===== src/common/mocor_defines.vh =====
`ifndef MOCOR_DEFINES_VH
`define MOCOR_DEFINES_VH
// ==========================================================
// offset word layout
`define MOCOR_HUM_SIGN_BIT   15
`define MOCOR_HUM_MAG_HI     14
`define MOCOR_HUM_MAG_LO     8
`define MOCOR_TEMP_SIGN_BIT  7
`define MOCOR_TEMP_MAG_HI    6
`define MOCOR_TEMP_MAG_LO    0
// ==========================================================
// magnitude alignment inside the 16-bit result codes
`define MOCOR_HUM_SHIFT      7
`define MOCOR_TEMP_SHIFT     6
// ==========================================================
// factory default offset word (zero magnitudes, subtract signs)
`define MOCOR_OFFSET_RESET   16'h0000
`define MOCOR_CODE_MAX       16'hFFFF
`define MOCOR_CODE_ZERO      16'h0000
`endif


===== src/hw/mocor_word_store.v =====
`timescale 1ns/1ns
`default_nettype none
`include "mocor_defines.vh"
// ==========================================================
// offset word store: commits only on a checked write
module mocor_word_store
#(
   parameter WIDTH = 16
)
(
   // clock and reset
   input  wire             ref_clk,
   input  wire             nrst,
   // write side
   input  wire             wr_en,
   input  wire [WIDTH-1:0] wr_data,
   // read side
   output reg  [WIDTH-1:0] rd_data
);

   // ==========================================================
   // storage register doubles as the registered read port
   always @(posedge ref_clk or negedge nrst)
   begin
      if (!nrst)
         rd_data <= `MOCOR_OFFSET_RESET;
      else if (wr_en)
         rd_data <= wr_data;
   end

endmodule // mocor_word_store
`default_nettype wire


===== src/hw/mocor_offset_correct.v =====
`timescale 1ns/1ns
`default_nettype none
`include "mocor_defines.vh"
module mocor_offset_correct
#(
   parameter WIDTH = 16
)
(
   // clock and reset
   input  wire             ref_clk,
   input  wire             nrst,
   // offset write from the command decoder, check byte already compared
   input  wire             wr_valid,
   input  wire [WIDTH-1:0] wr_word,
   input  wire             wr_crc_ok,
   // raw measurement results, one-cycle valid strobe
   input  wire             meas_valid,
   input  wire [WIDTH-1:0] hum_raw,
   input  wire [WIDTH-1:0] temp_raw,
   // corrected results
   output reg              res_valid,
   output reg  [WIDTH-1:0] hum_out,
   output reg  [WIDTH-1:0] temp_out,
   // write answer to the command decoder
   output reg              wr_ack,
   output reg              wr_nack,
   // readback of the stored offset word
   output wire [WIDTH-1:0] offset_word
);

   // ==========================================================
   // offset word store
   wire             store_en;
   wire             wr_bad;
   wire [WIDTH-1:0] word_q;

   // only a write whose check byte matched may reach the store
   assign store_en = wr_valid & wr_crc_ok;
   // a mismatched check byte is answered and otherwise ignored
   assign wr_bad   = wr_valid & ~wr_crc_ok;

   mocor_word_store #(.WIDTH(WIDTH)) u_store
   (
      .ref_clk (ref_clk),
      .nrst    (nrst),
      .wr_en   (store_en),
      .wr_data (wr_word),
      .rd_data (word_q)
   );

   // readback straight from the store register
   assign offset_word = word_q;

   // ==========================================================
   // channel layout shared by both correction paths
   localparam NCH      = 2;
   localparam MAG_BITS = `MOCOR_HUM_MAG_HI - `MOCOR_HUM_MAG_LO + 1;
   localparam CH_HUM   = 0;
   localparam CH_TEMP  = 1;

   // raw codes and corrected codes, one slice per channel
   wire [NCH*WIDTH-1:0] raw_bus;
   wire [NCH*WIDTH-1:0] nxt_bus;
   wire [WIDTH-1:0]     hum_nxt;
   wire [WIDTH-1:0]     temp_nxt;

   // each channel sees only its own raw code, so humidity never meets temperature
   assign raw_bus = {temp_raw, hum_raw};

   // ==========================================================
   // per-channel correction: align, add or subtract, clamp (humidity only)
   genvar ch;
   generate
      for (ch = 0; ch < NCH; ch = ch + 1)
      begin : g_chan
         // field positions for this channel
         localparam SIGN_BIT = (ch == CH_HUM) ? `MOCOR_HUM_SIGN_BIT : `MOCOR_TEMP_SIGN_BIT;
         localparam MAG_LO   = (ch == CH_HUM) ? `MOCOR_HUM_MAG_LO   : `MOCOR_TEMP_MAG_LO;
         localparam SHIFT    = (ch == CH_HUM) ? `MOCOR_HUM_SHIFT    : `MOCOR_TEMP_SHIFT;
         // only humidity has end stops; temperature wraps as plain code arithmetic
         localparam CLAMP    = (ch == CH_HUM) ? 1 : 0;

         wire                sign;
         wire [MAG_BITS-1:0] mag;
         wire [WIDTH:0]      step;
         wire [WIDTH-1:0]    raw;
         wire [WIDTH:0]      sum;
         wire [WIDTH:0]      dif;
         wire                over;
         wire                under;
         reg  [WIDTH-1:0]    cor;

         // sign sits above its magnitude in each byte of the stored word
         assign sign = word_q[SIGN_BIT];
         assign mag  = word_q[MAG_LO +: MAG_BITS];

         // magnitude lands on its code weights; all ones gives the largest step
         assign step = {{(WIDTH+1-MAG_BITS){1'h0}}, mag} << SHIFT;

         // raw code of this channel only
         assign raw = raw_bus[ch*WIDTH +: WIDTH];

         // one guard bit catches both the carry out and the borrow
         assign sum = {1'h0, raw} + step;
         assign dif = {1'h0, raw} - step;

         // end stops apply to humidity only
         assign over  = (CLAMP != 0) & sum[WIDTH];
         assign under = (CLAMP != 0) & dif[WIDTH];

         // sign one adds, sign zero subtracts
         always @*
         begin
            if (sign)
            begin
               if (over)
                  cor = `MOCOR_CODE_MAX;
               else
                  cor = sum[WIDTH-1:0];
            end
            else
            begin
               if (under)
                  cor = `MOCOR_CODE_ZERO;
               else
                  cor = dif[WIDTH-1:0];
            end
         end

         // pack this channel's corrected code
         assign nxt_bus[ch*WIDTH +: WIDTH] = cor;
      end
   endgenerate

   // ==========================================================
   // unpack corrected codes
   assign hum_nxt  = nxt_bus[CH_HUM*WIDTH +: WIDTH];
   assign temp_nxt = nxt_bus[CH_TEMP*WIDTH +: WIDTH];

   // ==========================================================
   // result strobe: one cycle behind the raw strobe
   always @(posedge ref_clk or negedge nrst)
   begin
      if (!nrst)
      begin
         res_valid <= 1'h0;
      end
      else
      begin
         res_valid <= meas_valid;
      end
   end

   // corrected humidity holds until the next measurement
   always @(posedge ref_clk or negedge nrst)
   begin
      if (!nrst)
      begin
         hum_out <= `MOCOR_CODE_ZERO;
      end
      else if (meas_valid)
      begin
         hum_out <= hum_nxt;
      end
   end

   // corrected temperature holds until the next measurement
   always @(posedge ref_clk or negedge nrst)
   begin
      if (!nrst)
      begin
         temp_out <= `MOCOR_CODE_ZERO;
      end
      else if (meas_valid)
      begin
         temp_out <= temp_nxt;
      end
   end

   // ==========================================================
   // write answer: exactly one of ack or nack per write request
   always @(posedge ref_clk or negedge nrst)
   begin
      if (!nrst)
      begin
         wr_ack <= 1'h0;
      end
      else
      begin
         wr_ack <= store_en;
      end
   end

   // refused writes leave the store alone but still get an answer
   always @(posedge ref_clk or negedge nrst)
   begin
      if (!nrst)
      begin
         wr_nack <= 1'h0;
      end
      else
      begin
         wr_nack <= wr_bad;
      end
   end

endmodule // mocor_offset_correct
`default_nettype wire


===== config.mk =====
export PLATFORM = sky130hd
export DESIGN_NAME = mocor_offset_correct
export DESIGN_NICKNAME = d
export VERILOG_FILES = /design/src/hw/mocor_word_store.v /design/src/hw/mocor_offset_correct.v
export VERILOG_INCLUDE_DIRS = /design/src /design/src/common
export SDC_FILE = /design/constraint.sdc
export NUM_CORES = 1
export LEC_CHECK = 0
export BUFFER_PORTS_ARGS = -buffer_cell sky130_fd_sc_hd__buf_4
export CORE_ASPECT_RATIO = 1.25
export CORE_MARGIN = 8
export CORE_UTILIZATION = 46
export DETAILED_ROUTE_END_ITERATION = 16
export PLACE_DENSITY = 0.77
export SLEW_MARGIN = 20
export SYNTH_ARGS = -nofsm -noshare
export SYNTH_HDL_FRONTEND = slang
export SYNTH_SLANG_ARGS = --single-unit

===== constraint.sdc =====
create_clock -name ref_clk -period 2.7 [get_ports ref_clk]
set_input_delay 0.405 -clock ref_clk [delete_from_list [all_inputs] [get_ports ref_clk]]
set_output_delay 0.405 -clock ref_clk [all_outputs]
set_load 0.005 [all_outputs]

# Word-level counts from Yosys, hierarchy flattened
# Cells that the tools add are included.
# Widths: inputs -> output; s select.
[op_classes]
n_addsub = 4
n_mux = 4
bitwise = 3
[ops]
columns = ["cell", "n"]
rows = [
  ["$mux 16", 4],
  ["$add 16x14->17", 1],
  ["$sub 16x14->17", 1],
  ["$add 16x13->16", 1],
  ["$sub 16x13->16", 1],
  ["$and 1x1->1", 2],
  ["$not 1->1", 1],
]
[word_totals]
register_bits = 51
input_bits = 53
out_inout_bits = 51
wordCells = 17

# Logic depth before layout (Yosys ltp)
# Gate-level depths: netlist (run 1).
[depth]
depth_word = 3
depth_mapped = 12
depth_no_buf = 12

# By module
# Synthesis (run 1) repeated with hierarchy kept, for this count alone.
[unflattened]
hier_cells = 345
hier_area_um2 = 3612.2
[modules_own_cells]
columns = ["module", "instances", "cells_each", "area_each_um2", "seq_area_each_um2"]
rows = [
  ["mocor_offset_correct", 1, 311, 2962.8, 875.8],
  ["mocor_word_store", 1, 34, 649.4, 400.4],
]

# Worst setup path before layout (run 1)
# Ideal clock, no wire load.
[synth_timing]
kind = "register to register"
from = "reg u_store.rd_data[0]"
to = "reg temp_out[15]"
setup_time_ps = 120
arrival_ps = 2507
t_required_ps = 2580
slack_ps = 73
stages_incl_launch_ff = 11
n_path_buf = 0
period_less_slack_ps = 2627
path_cell_list = "dfrtp_1 > inv_1 > ha_1 > mux2_2 > ha_1 > a211oi_2 > o21ai_2 > a2111oi_1 > or4_4 > a21o_1 > a31o_1"
[synth_between]
elab_chain_len = 2
elab_cells_between_ends = 3
cone_classes = "add/sub: 2; mux: 1"
[synth_rtl]
columns = ["item", "line_no", "rtl"]
rows = [
  ["start: declaration", "mocor_word_store.v:18", "output reg [WIDTH-1:0] rd_data"],
  ["start signal: assignment", "mocor_word_store.v:26", "rd_data <= `MOCOR_OFFSET_RESET;"],
  ["start signal: assignment", "mocor_word_store.v:28", "rd_data <= wr_data;"],
  ["$sub 16x13->16 or $add 16x13->16 (tied branches)", "mocor_offset_correct.v:105, mocor_offset_correct.v:104", ""],
  ["$mux 16 (*)", "mocor_offset_correct.v:114", "if (sign)"],
  ["end signal: assignment", "mocor_offset_correct.v:172", "temp_out <= `MOCOR_CODE_ZERO;"],
  ["end signal: assignment", "mocor_offset_correct.v:176", "temp_out <= temp_nxt;"],
  ["end: declaration", "mocor_offset_correct.v:23", "output reg [WIDTH-1:0] temp_out,"],
]
# Mark *: on every way between the ends. The rest lies on a longest branch, timed or not.
# A chain may end at the register's enable or synchronous reset.

# Final worst setup path (run 1)
[layout_timing]
from = "reg u_store.rd_data[1]"
to = "reg temp_out[15]"
# Same word-level chain as after synthesis.

==> summary.md, run 1 <==
| Metric | Value |
|---|---|
| CTS tree | done |
| WL per Instance | 15.2 µm |
| Final period utilization | 96.3% |
| Vias per cell | 5.23 |
| Area Overhead vs Synth | 35.3% |
| Diode count | 0 |
| Post-synthesis sequential area ratio | slightly above 40% |
| Top cell type's share of synthesized area | 40.2% |
| Initial antenna violation count | 0 |
| Post-synthesis compound-gate area fraction | between 20% and 30% |
| Crit-path cells | inv_2, ha_1, mux2_4, ha_4, a211oi_4, o21ai_2, a2111oi_4, or4_4, a21o_1, a31o_1 |
| Iter 0 DRT Violations | approximately 120 |
| Layout cell share with drive strength beyond 1 | 36.6% |
| Class of the worst hold path | input pin to asynchronous set/reset pin |
| Async SR Flop Fraction | 100% |
| Crit-path max FO | 3 |
| Post-route ant nets | 0 |
| Full die area | 9820 µm² |
| Simple-Gate Fraction of Synth Area | 9.35% |
| TritonRoute pass-1 iters | 4 |
| Actual transition at the worst max-transition pin | 1020 ps |
| Top Usage Layer GRT | met2 |
| Top post-synthesis cells by area | dfrtp_1, ha_1, mux2_2 |
| CP arrival | ~2800 ps |
| Dpl cells | 518 |
| Crit start category | flop |
| Starting density of the core | 46.6% |
| Kind of cell adding the most delay to the critical path | compound AO/OA/AOI/OAI gates |
| Clock Latency Late Sink | 290 ps |
| Ys Warns | 0 |
| Slowest stage cell on the critical path | or4_4 |
| Synthesized cell area | 3170 µm² |
| Status | finished clean |
| Final count of pins violating max slew | 0 |
| Worst slack, placed | -53.2 ps |
| Fillers | 582 |
| Worst R2R Start | u_store.rd_data[1] |
| Tot GR Track Use | between 10% and 20% |
| Drt drc | 0 |
| Net Count, Synth | 406 |
| CP Capture Type | flop |
| Row count | 34 |
| Routed WL | 8.06 mm |
| Synth Area in Adders | 11.4% |
| H-tree levels | 2 |
| Fmax | 384 MHz |
| Pwr Density | 656 nW/µm² |
| Most frequent cells in the layout | buf_4, dfrtp_1, inv_1, a21oi_1, ha_1 |
| Final hold vios | 0 |
| Max VDD drop | 397 µV |
| Io pins | 104 |
| Vias | between 2,000 and 3,000 |
| GR Util met2 | 27.9% |
| Ys flop type | dfrtp_1 |
| Relative slew slack | about a third |
| GRT met3 Usage | around 4.4% |
| Clock skew | 8.08 ps |
| Crit path required time | slightly below 3000 ps |
| Mux contribution to synthesized area | 7.97% |
| EDFF count, synth | 0 |
| Post-synth cell types | 52 |
| Final net count | 519 |
| Vias in the first global route | 2,904 |
| Commonest non-fill, non-tap cell in the layout | buf_4 |
| Core Box Area | 6810 µm² |
| Final Wtd Congestion | approximately 0.87 |
| Post-Synth XOR/XNOR Area | 3.31% |
| CTS clk-pin slew, worst paths | roughly 100 ps |
| Setup crit start | u_store.rd_data[1] |
| Largest net degree at the start of global routing | 57 |
| Cell count after synthesis | between 300 and 400 |
| #FFs+latches synth | 51 |
| Max-cap viol count | 0 |
| Worst Reg2Reg Path Length in Cells | 10 |
| Met1 usage | 19.3% |
| Die height | 109 µm |
| Clk sinks | 51 |
| Setup Viol. Count Final | 0 |
| Global-route wire length before repair | 13.2 mm |
| Clock root cell | clkbuf_8 |
| Setup repair after global routing missed its margin | true |
| Final non-filler cell total | 530 |
| Total CTS buffers | 5 |
| Die width | 90.3 µm |
| Dpl hpwl | about 6.4 mm |
| Reg-to-reg slack, setup | 100 ps |
| Hold Buf Count CTS | 0 |
| Clock Path Buffers | 2 |
| Largest family of logic cells by synthesized area | compound AO/OA/AOI/OAI gates |
| Post-Syn Area per Cell | 9.73 µm² |
| IO Port Bufs | 103 |
| Setup ws final | between 90 and 100 ps |
| RR Endpoint | temp_out[15] |
| Grt total ovfl | 0 |
| Tmin final | roughly 2600 ps |
| Buf+Inv Stages, Crit Path | 1 |
| Synth area leader | dfrtp_1 |
| Leakage | 2.06 nW |
| WS Path Type | flop to flop |
| CP peak stage delay | 430 ps |
| Sum of negative setup slack | 0 ps |
-- metrics by stage --
step | hold WS (ps) | utilization [%] | power [mW] | area [µm²]
after global placement | 476 | 60.1 | 2.18 | 4090
after detailed placement | 477 | 60.1 | 2.22 | 4090
after CTS | 147 | 62.3 | 2.79 | 4240
final | 118 | 63.0 | 2.81 | 4290
after floorplan | 109 | - | 1.69 | 3170
after global routing | 180 | 63.0 | 3.01 | 4290
-- synth_stat cells, drive strengths merged (3+ instances only) --
| master | instances |
|---|---|
| buf | 3 |
| o211ai | 10 |
| mux2i | 5 |
| nor3 | 6 |
| a221o | 3 |
| a31oi | 4 |
| fa | 3 |
| mux2 | 18 |
| xor2 | 4 |
| inv | 35 |
| ha | 24 |
| nor2b | 6 |
| dfrtp | 51 |
| nand2b | 3 |
| clkbuf | 10 |
| nor2 | 19 |
| xnor2 | 8 |
| a21o | 8 |
| o21ai | 26 |
| a21oi | 26 |
| nand2 | 18 |
| a211oi | 5 |
-- per-layer routing --
layer,up-vias,wire length [µm]
met3,6,577
met1,1305,3360
met2,82,4040
met5,-,0
met4,0,85
li1,1380,-
-- final cells by class --
type,count,area (µm²),area share (%)
sequential,51,1280,29.7
inverter,35,131,3.06
clock buffer,5,68.8,1.60
timing repair buffer,119,893,20.8
multi-input combinational,227,1760,41.1
tap,90,113,2.62
clock inverter,3,46.3,1.08
-- how the worst max path moves through the flow --
stage,to,cells past startpoint,slack (ps)
after floorplan,temp_out[15],10,70
after global placement,temp_out[15],10,50
after detailed placement,temp_out[15],10,-50
after CTS,temp_out[15],10,6
after global routing,temp_out[15],11,-30
final,temp_out[15],10,100
-- power breakdown --
group          switching (mW)  internal (mW)  leakage, nW
combinational           0.590          0.676         1.40
sequential             0.0917          0.916        0.606
clock                   0.260          0.280       0.0548
total                   0.942           1.87         2.06
-- cells by family after synthesis --
kind of cell,Yosys count
XOR/XNOR,12
buffers and inverters,48
flip-flops,51
adder cells (fa/ha/maj),27
AO/OA/AOI/OAI,103
multiplexers,23
AND/OR/NAND/NOR,62
-- flip-flops by register name, summed over array words and instances (netlist names) --
register,count
temp_out,16
res_valid,1
wr_ack,1
wr_nack,1
hum_out,16
u_store.rd_data,16
-- timing repair --
action,in CTS,in global routing
pin swaps,2,6
resized for setup,1,9
setup buffers,3,1
endpoints found under the setup margin,1,3
hold endpoints to repair,0,0
Note: power is estimated with default switching activity, not from simulation.
==> run 2, diff against run 1 <==
--- a/config.mk
+++ b/config.mk
@@ -9,9 +9,11 @@
 export BUFFER_PORTS_ARGS = -buffer_cell sky130_fd_sc_hd__buf_4
 export CORE_ASPECT_RATIO = 1.25
 export CORE_MARGIN = 8
-export CORE_UTILIZATION = 46
+export CORE_UTILIZATION = 40
 export DETAILED_ROUTE_END_ITERATION = 16
-export PLACE_DENSITY = 0.77
+export PLACE_DENSITY = 0.68
+export REMOVE_ABC_BUFFERS = 1
+export SETUP_SLACK_MARGIN = 0.4
 export SLEW_MARGIN = 20
 export SYNTH_ARGS = -nofsm -noshare
 export SYNTH_HDL_FRONTEND = slang
==> run 2 against run 1 <==
Combinational power increased by 12%. Worst hold slack better by 6.1 ps. Cell area increased by 6.4%. Core utilization down 4.1 points. Maximum frequency up 1.0%. Clock-buffer cell count unchanged. Die area rose by 12%. Routed wire length is 15% higher. Clock power grew 19%. Sequential power is essentially flat.
==> summary.md, run 2 (synthesis gave the netlist of run 1 again) <==
| Metric | Value |
|---|---|
| Commonest non-fill, non-tap cell in the layout | buf_4 |
| Diode count | 0 (unchanged) |
| Slowest stage cell on the critical path | or4_4 |
| Global-route wire length before repair | 14.8 mm (+12%) |
| Setup repair after global routing missed its margin | true |
| Multi-input logic area | 1870 µm² (+5.9%) |
| Area Overhead vs Synth | 43.9% |
| Worst Reg2Reg Path Length in Cells | 11 (+1) |
| Actual transition at the worst max-transition pin | 683 ps (-333 ps) |
| Crit start category | flop |
| Leakage | 2.17 nW (+5.5%) |
| CTS clk-pin slew, worst paths | 100 ps (about the same) |
| Buf+Inv Stages, Crit Path | 1 (unchanged) |
| DP Area | 4110 µm² (+0.52%) |
| Worst path depth | 11 (+1) |
| Grt total ovfl | 0 (unchanged) |
| Max VDD drop | 398 µV (+0.22%) |
| Vias in the first global route | 3,139 (+8.1%) |
| Full die area | 11,100 µm² (+12%) |
| Layout cell share with drive strength beyond 1 | 42.5% (+6.0 points) |
| Dpl cells | 525 (+1.4%) |
| Final non-filler cell total | 551 (+4.0%) |
| Dpl hpwl | 6.69 mm (+4.7%) |
| Setup Viol. Count Final | 0 (unchanged) |
| Crit-path cells | buf_6, nor3_4, nor2_1, xnor2_1, ha_1, o21ai_2, o21ai_2, a2111oi_2, or4_4, a21o_1, a31o_1 |
| Tot GR Track Use | 16.7% (+0.71 points) |
| Most frequent cells in the layout | buf_4, dfrtp_1, inv_1 |
| Iter 0 DRT Violations | 95 (-18%) |
| Min Hold Slack | 124 ps (+6.07 ps) |
| Initial antenna violation count | 0 (unchanged) |
| Tmin final | 2570 ps (-26.9 ps) |
| Crit path required time | 2900 ps (about the same) |
| Routed WL | 9.23 mm (+15%) |
| Die height | 116 µm (+6.2%) |
| CP peak stage delay | 440 ps (about the same) |
| Kind of cell adding the most delay to the critical path | simple AND/OR/NAND/NOR gates |
| TritonRoute pass-1 iters | 4 (unchanged) |
| Clk sinks | 51 (unchanged) |
| CP Capture Type | flop |
| Io pins | 104 (unchanged) |
| CTS tree | done |
| WL per Instance | 16.8 µm (+10%) |
| Final net count | 535 (+3.1%) |
| Starting density of the core | 40.9% (-5.7 points) |
| Core Box Area | 7750 µm² (+14%) |
| Clock root cell | clkbuf_8 |
| Final hold vios | 0 (unchanged) |
| H-tree levels | 2 (unchanged) |
| IO Port Bufs | 103 (unchanged) |
| Fin area | 4560 µm² (+6.4%) |
| Register area | 1280 µm² (about the same) |
| CP arrival | 2780 ps (-20 ps) |
| Clock skew | 7.00 ps (-1.08 ps) |
| Class of the worst hold path | input pin to asynchronous set/reset pin |
| Pwr Density | 674 nW/µm² (+2.8%) |
| Vias | 2,937 (+5.9%) |
| Clock Path Buffers | 2 (unchanged) |
| Row count | 36 (+5.9%) |
| Fillers | 695 (+19%) |
| Hold Buf Count CTS | 0 (unchanged) |
| Total CTS buffers | 5 (unchanged) |
| WS Path Type | flop to flop |
| Final period utilization | 95.3% (-1.0 points) |
| Max-cap viol count | 0 (unchanged) |
| Vias per cell | 5.33 (+1.9%) |
| Post-route ant nets | 0 (unchanged) |
| Biggest regs | hum_out: 16 flops, temp_out: 16 flops, u_store.rd_data: 16 flops |
| Drt drc | 0 (unchanged) |
| Clock Latency Late Sink | 310 ps (+20 ps) |
| Final Wtd Congestion | 0.867 (about the same) |
| Fmax | 388 MHz (+1.0%) |
| Status | finished clean |
| Crit-path most repeated cell | o21ai_2 |
| Final count of pins violating max slew | 0 (unchanged) |
| Relative slew slack | 54.5% (+22 points) |
| Crit-path max FO | 3 (unchanged) |
| Largest net degree at the start of global routing | 57 (unchanged) |
| Die width | 95.6 µm (+6.0%) |
-- run 2: cell types whose count changed in the layout (fill, tap and decap cells not counted), sizes merged --
cell / before / now
inv: 36 / 35
bufinv: 1 / 2
buf: 119 / 135
-- run 2: stage by stage --
stage	power (mW)	setup WS, ps	util (%)	setup TNS (ps)
2_1_floorplan	1.68	73.4	-	0
3_3_place_gp	2.22	35.3	53.1	0
3_5_place_dp	2.24	-35.3	53.1	-49.3
4_1_cts	3.00	109	56.8	0
5_1_grt	3.28	62.1	58.9	0
6_report	3.08	126	58.9	0
-- run 2: path summary, 6_finish.rpt --
kind	start	end	slack, ps
max in group asynchronous	nrst	u_store.rd_data[8]	2090
worst min-delay path	nrst	u_store.rd_data[14]	120
worst max register to register	u_store.rd_data[0]	temp_out[15]	130
worst min register to register	temp_out[12]	temp_out[12]	510
min in group ref_clk	wr_crc_ok	wr_nack	230
worst max-delay path	u_store.rd_data[0]	temp_out[15]	130
-- run 2: cell type report --
class	count	share of cell area, %
clock buffers	5	1.51
repair buffers	135	22.6
inverters	35	2.88
well taps	95	2.60
flip-flops and latches	51	28.0
multi-input cells	227	40.9
clock inverters	3	1.48
-- run 2: power by group --
part / switching (mW) / internal (mW) / total, mW
clock network: 0.274 / 0.370 / 0.644
registers: 0.0957 / 0.917 / 1.01
logic: 0.648 / 0.773 / 1.42
total: 1.02 / 2.06 / 3.08
-- run 2: per-layer routing --
metal / vias to the layer above / share of wire (%) / track usage (%)
met2: 88 / 52 / 29.7
met4: 0 / 1.5 / 6.06
li1: 1406 / - / -
met1: 1430 / 39 / 18.0
met5: - / 0 / 0
met3: 13 / 7.6 / 5.31
-- run 2: worst register-to-register path: cells and delay by family (launching register included) --
kind | cells | cell delay (ps)
AOI/OAI and AO/OA | 5 | 710
xor gates and xnor gates | 1 | 130
adders and majority gates | 1 | 320
buffers and inverters | 1 | 130
DFF | 1 | 420
and+or+nand+nor | 3 | 760
-- run 2: timing repair --
action | 4_1_cts | 5_1_grt
pin swaps | 16 | 15
buffers inserted | 7 | 11
endpoints found under the setup margin | 21 | 21
resized for setup | 22 | 14
==> run 3, diff against run 2 <==
--- a/config.mk
+++ b/config.mk
@@ -9,9 +9,9 @@
 export BUFFER_PORTS_ARGS = -buffer_cell sky130_fd_sc_hd__buf_4
 export CORE_ASPECT_RATIO = 1.25
 export CORE_MARGIN = 8
-export CORE_UTILIZATION = 40
+export CORE_UTILIZATION = 46
 export DETAILED_ROUTE_END_ITERATION = 16
-export PLACE_DENSITY = 0.68
+export PLACE_DENSITY_LB_ADDON = 0.25
 export REMOVE_ABC_BUFFERS = 1
 export SETUP_SLACK_MARGIN = 0.4
 export SLEW_MARGIN = 20
==> run 3 against run 2 <==
Routed wire length is 4.7% lower. Clock power is 2% higher. Flip-flop and latch count stayed put. Critical path type unchanged. Non-clock buffer count is 3 lower. Register-to-register slack better by 40 ps.
==> summary.md, run 3 (synthesis gave the netlist of run 1 again) <==
| Metric | Value |
|---|---|
| Status | finished clean |
| Setup repair after global routing missed its margin | true |
| Die width | 90.3 µm (-5.6%) |
| Final net count | 532 (-0.56%) |
| Register area | 1280 µm² (about the same) |
| Routed WL | 8.80 mm (-4.7%) |
| Core Box Area | 6810 µm² (-12%) |
| Sum of negative setup slack | 0 ps (unchanged) |
| Vias in the first global route | 2,978 (-5.1%) |
| Clock root cell | clkbuf_8 |
| Final period utilization | 94.0% (-1.3 points) |
| CTS clk-pin slew, worst paths | 100 ps (about the same) |
| Fmax | 394 MHz (+1.4%) |
| Crit-path cells | inv_2, ha_4, mux2_4, ha_4, a211oi_4, o21ai_2, a2111oi_2, or4_4, nand3_1, a31o_1 |
| Area Overhead vs Synth | 41.8% |
| Worst Reg2Reg Path Length in Cells | 10 (-1) |
| Crit start category | flop |
| H-tree levels | 2 (unchanged) |
| Most frequent cells in the layout | buf_4, dfrtp_1, inv_1, nor2_1 |
| Final hold vios | 0 (unchanged) |
| Crit-path max FO | 2 (-1) |
| Slowest stage cell on the critical path | dfrtp_1 |
| Crit-path most repeated cell | ha_4 |
| Multi-input logic area | 1840 µm² (-1.5%) |
| Layout cell share with drive strength beyond 1 | 42.6% (+0.061 points) |
| Grt total ovfl | 0 (unchanged) |
| Max-cap viol count | 0 (unchanged) |
| Die height | 109 µm (-5.8%) |
| Initial antenna violation count | 0 (unchanged) |
| Tot GR Track Use | 17.6% (+0.82 points) |
| Actual transition at the worst max-transition pin | 653 ps (-29.3 ps) |
| WL per Instance | 16.2 µm (-3.3%) |
| Fin area | 4500 µm² (-1.5%) |
| Clock Latency Late Sink | 300 ps (about the same) |
| Dpl hpwl | 6.30 mm (-5.9%) |
| Buf+Inv Stages, Crit Path | 1 (unchanged) |
| IO Port Bufs | 103 (unchanged) |
| Hold Buf Count CTS | 0 (unchanged) |
| Clk sinks | 51 (unchanged) |
| Starting density of the core | 46.6% (+5.7 points) |
| WS Path Type | flop to flop |
| Leakage | 2.14 nW (-1.3%) |
| Max VDD drop | 484 µV (+22%) |
| Row count | 34 (-5.6%) |
| Tmin final | 2540 ps (-35.3 ps) |
| Setup Viol. Count Final | 0 (unchanged) |
| Global-route wire length before repair | 14.3 mm (-3.4%) |
| TritonRoute pass-1 iters | 4 (unchanged) |
| DP Area | 4070 µm² (-1.1%) |
| Total CTS buffers | 5 (unchanged) |
| Iter 0 DRT Violations | 91 (-4.2%) |
| Clock Path Buffers | 2 (unchanged) |
| Worst path depth | 10 (-1) |
| Kind of cell adding the most delay to the critical path | compound AO/OA/AOI/OAI gates |
| Full die area | 9820 µm² (-11%) |
| Pwr Density | 678 nW/µm² (+0.59%) |
| Final count of pins violating max slew | 0 (unchanged) |
| Crit path required time | 2900 ps (about the same) |
| Clock skew | 3.44 ps (-3.55 ps) |
| CP arrival | 2740 ps (-40 ps) |
| Vias per cell | 5.34 (+0.19%) |
| CTS tree | done |
| CP Capture Type | flop |
| Post-route ant nets | 0 (unchanged) |
| Diode count | 0 (unchanged) |
| Class of the worst hold path | input pin to asynchronous set/reset pin |
| Drt drc | 0 (unchanged) |
| Vias | 2,900 (-1.3%) |
| CP peak stage delay | 400 ps (-40 ps) |
| Io pins | 104 (unchanged) |
| Biggest regs | hum_out: 16 flops, temp_out: 16 flops, u_store.rd_data: 16 flops |
| Largest net degree at the start of global routing | 57 (unchanged) |
| Relative slew slack | 56.4% (+2.0 points) |
| Final Wtd Congestion | 0.853 (-1.6%) |
| Commonest non-fill, non-tap cell in the layout | buf_4 |
| Fillers | 572 (-18%) |
[run 3: cell type report]
class	instances	area share (%)
Inverter	35	2.92
Multi-Input combinational cell	227	40.9
Tap cell	90	2.50
Timing Repair Buffer	132	22.2
Clock inverter	3	1.59
Sequential cell	51	28.4
Clock buffer	5	1.53
[run 3: repair_timing]
item	CTS	global route
endpoints found under the setup margin	17	21
endpoints found under the hold margin	0	0
gates resized for setup	21	13
buffers inserted	13	7
pin swaps	18	16
[run 3: worst paths after layout]
kind,from,endpoint,slack (ps)
max,u_store.rd_data[1],temp_out[15],160
min,nrst,u_store.rd_data[12],120
max reg2reg,u_store.rd_data[1],temp_out[15],160
min reg2reg,hum_out[6],hum_out[6],520
max in group asynchronous,nrst,hum_out[10],2150
min in group ref_clk,wr_crc_ok,wr_nack,250
[run 3: power breakdown]
part           internal (mW)  switching, mW
combinational          0.748          0.620
clock                  0.377          0.280
sequential             0.916          0.110
total                   2.04           1.01
[run 3: worst reg2reg max path, stage by stage, from the launching register on]
cell and delay, ps:
dfrtp_1 400, inv_2 100, ha_4 210, mux2_4 290, ha_4 230, a211oi_4 270
o21ai_2 110, a2111oi_2 360, or4_4 180, nand3_1 80, a31o_1 210
[run 3: metal layers]
layer  track usage (%)  wire (µm)  up-vias
li1                  -          -     1407
met3              4.75        537       12
met4              5.48        142        0
met5                 0          0        -
met1              20.0       3630     1395
met2              31.6       4490       86
[run 3: metrics by stage]
stage / util [%] / cells / setup slack [ps] / total power [mW] / hold slack, ps
2_1_floorplan: - / 313 / 73.4 / 1.68 / 109
3_3_place_gp: 59.8 / 515 / 35.0 / 2.18 / 480
3_5_place_dp: 59.8 / 515 / -52.5 / 2.20 / 491
4_1_cts: 64.5 / 536 / 201 / 3.00 / 150
5_1_grt: 66.1 / 543 / 48.5 / 3.25 / 186
6_report: 66.1 / 543 / 161 / 3.05 / 124
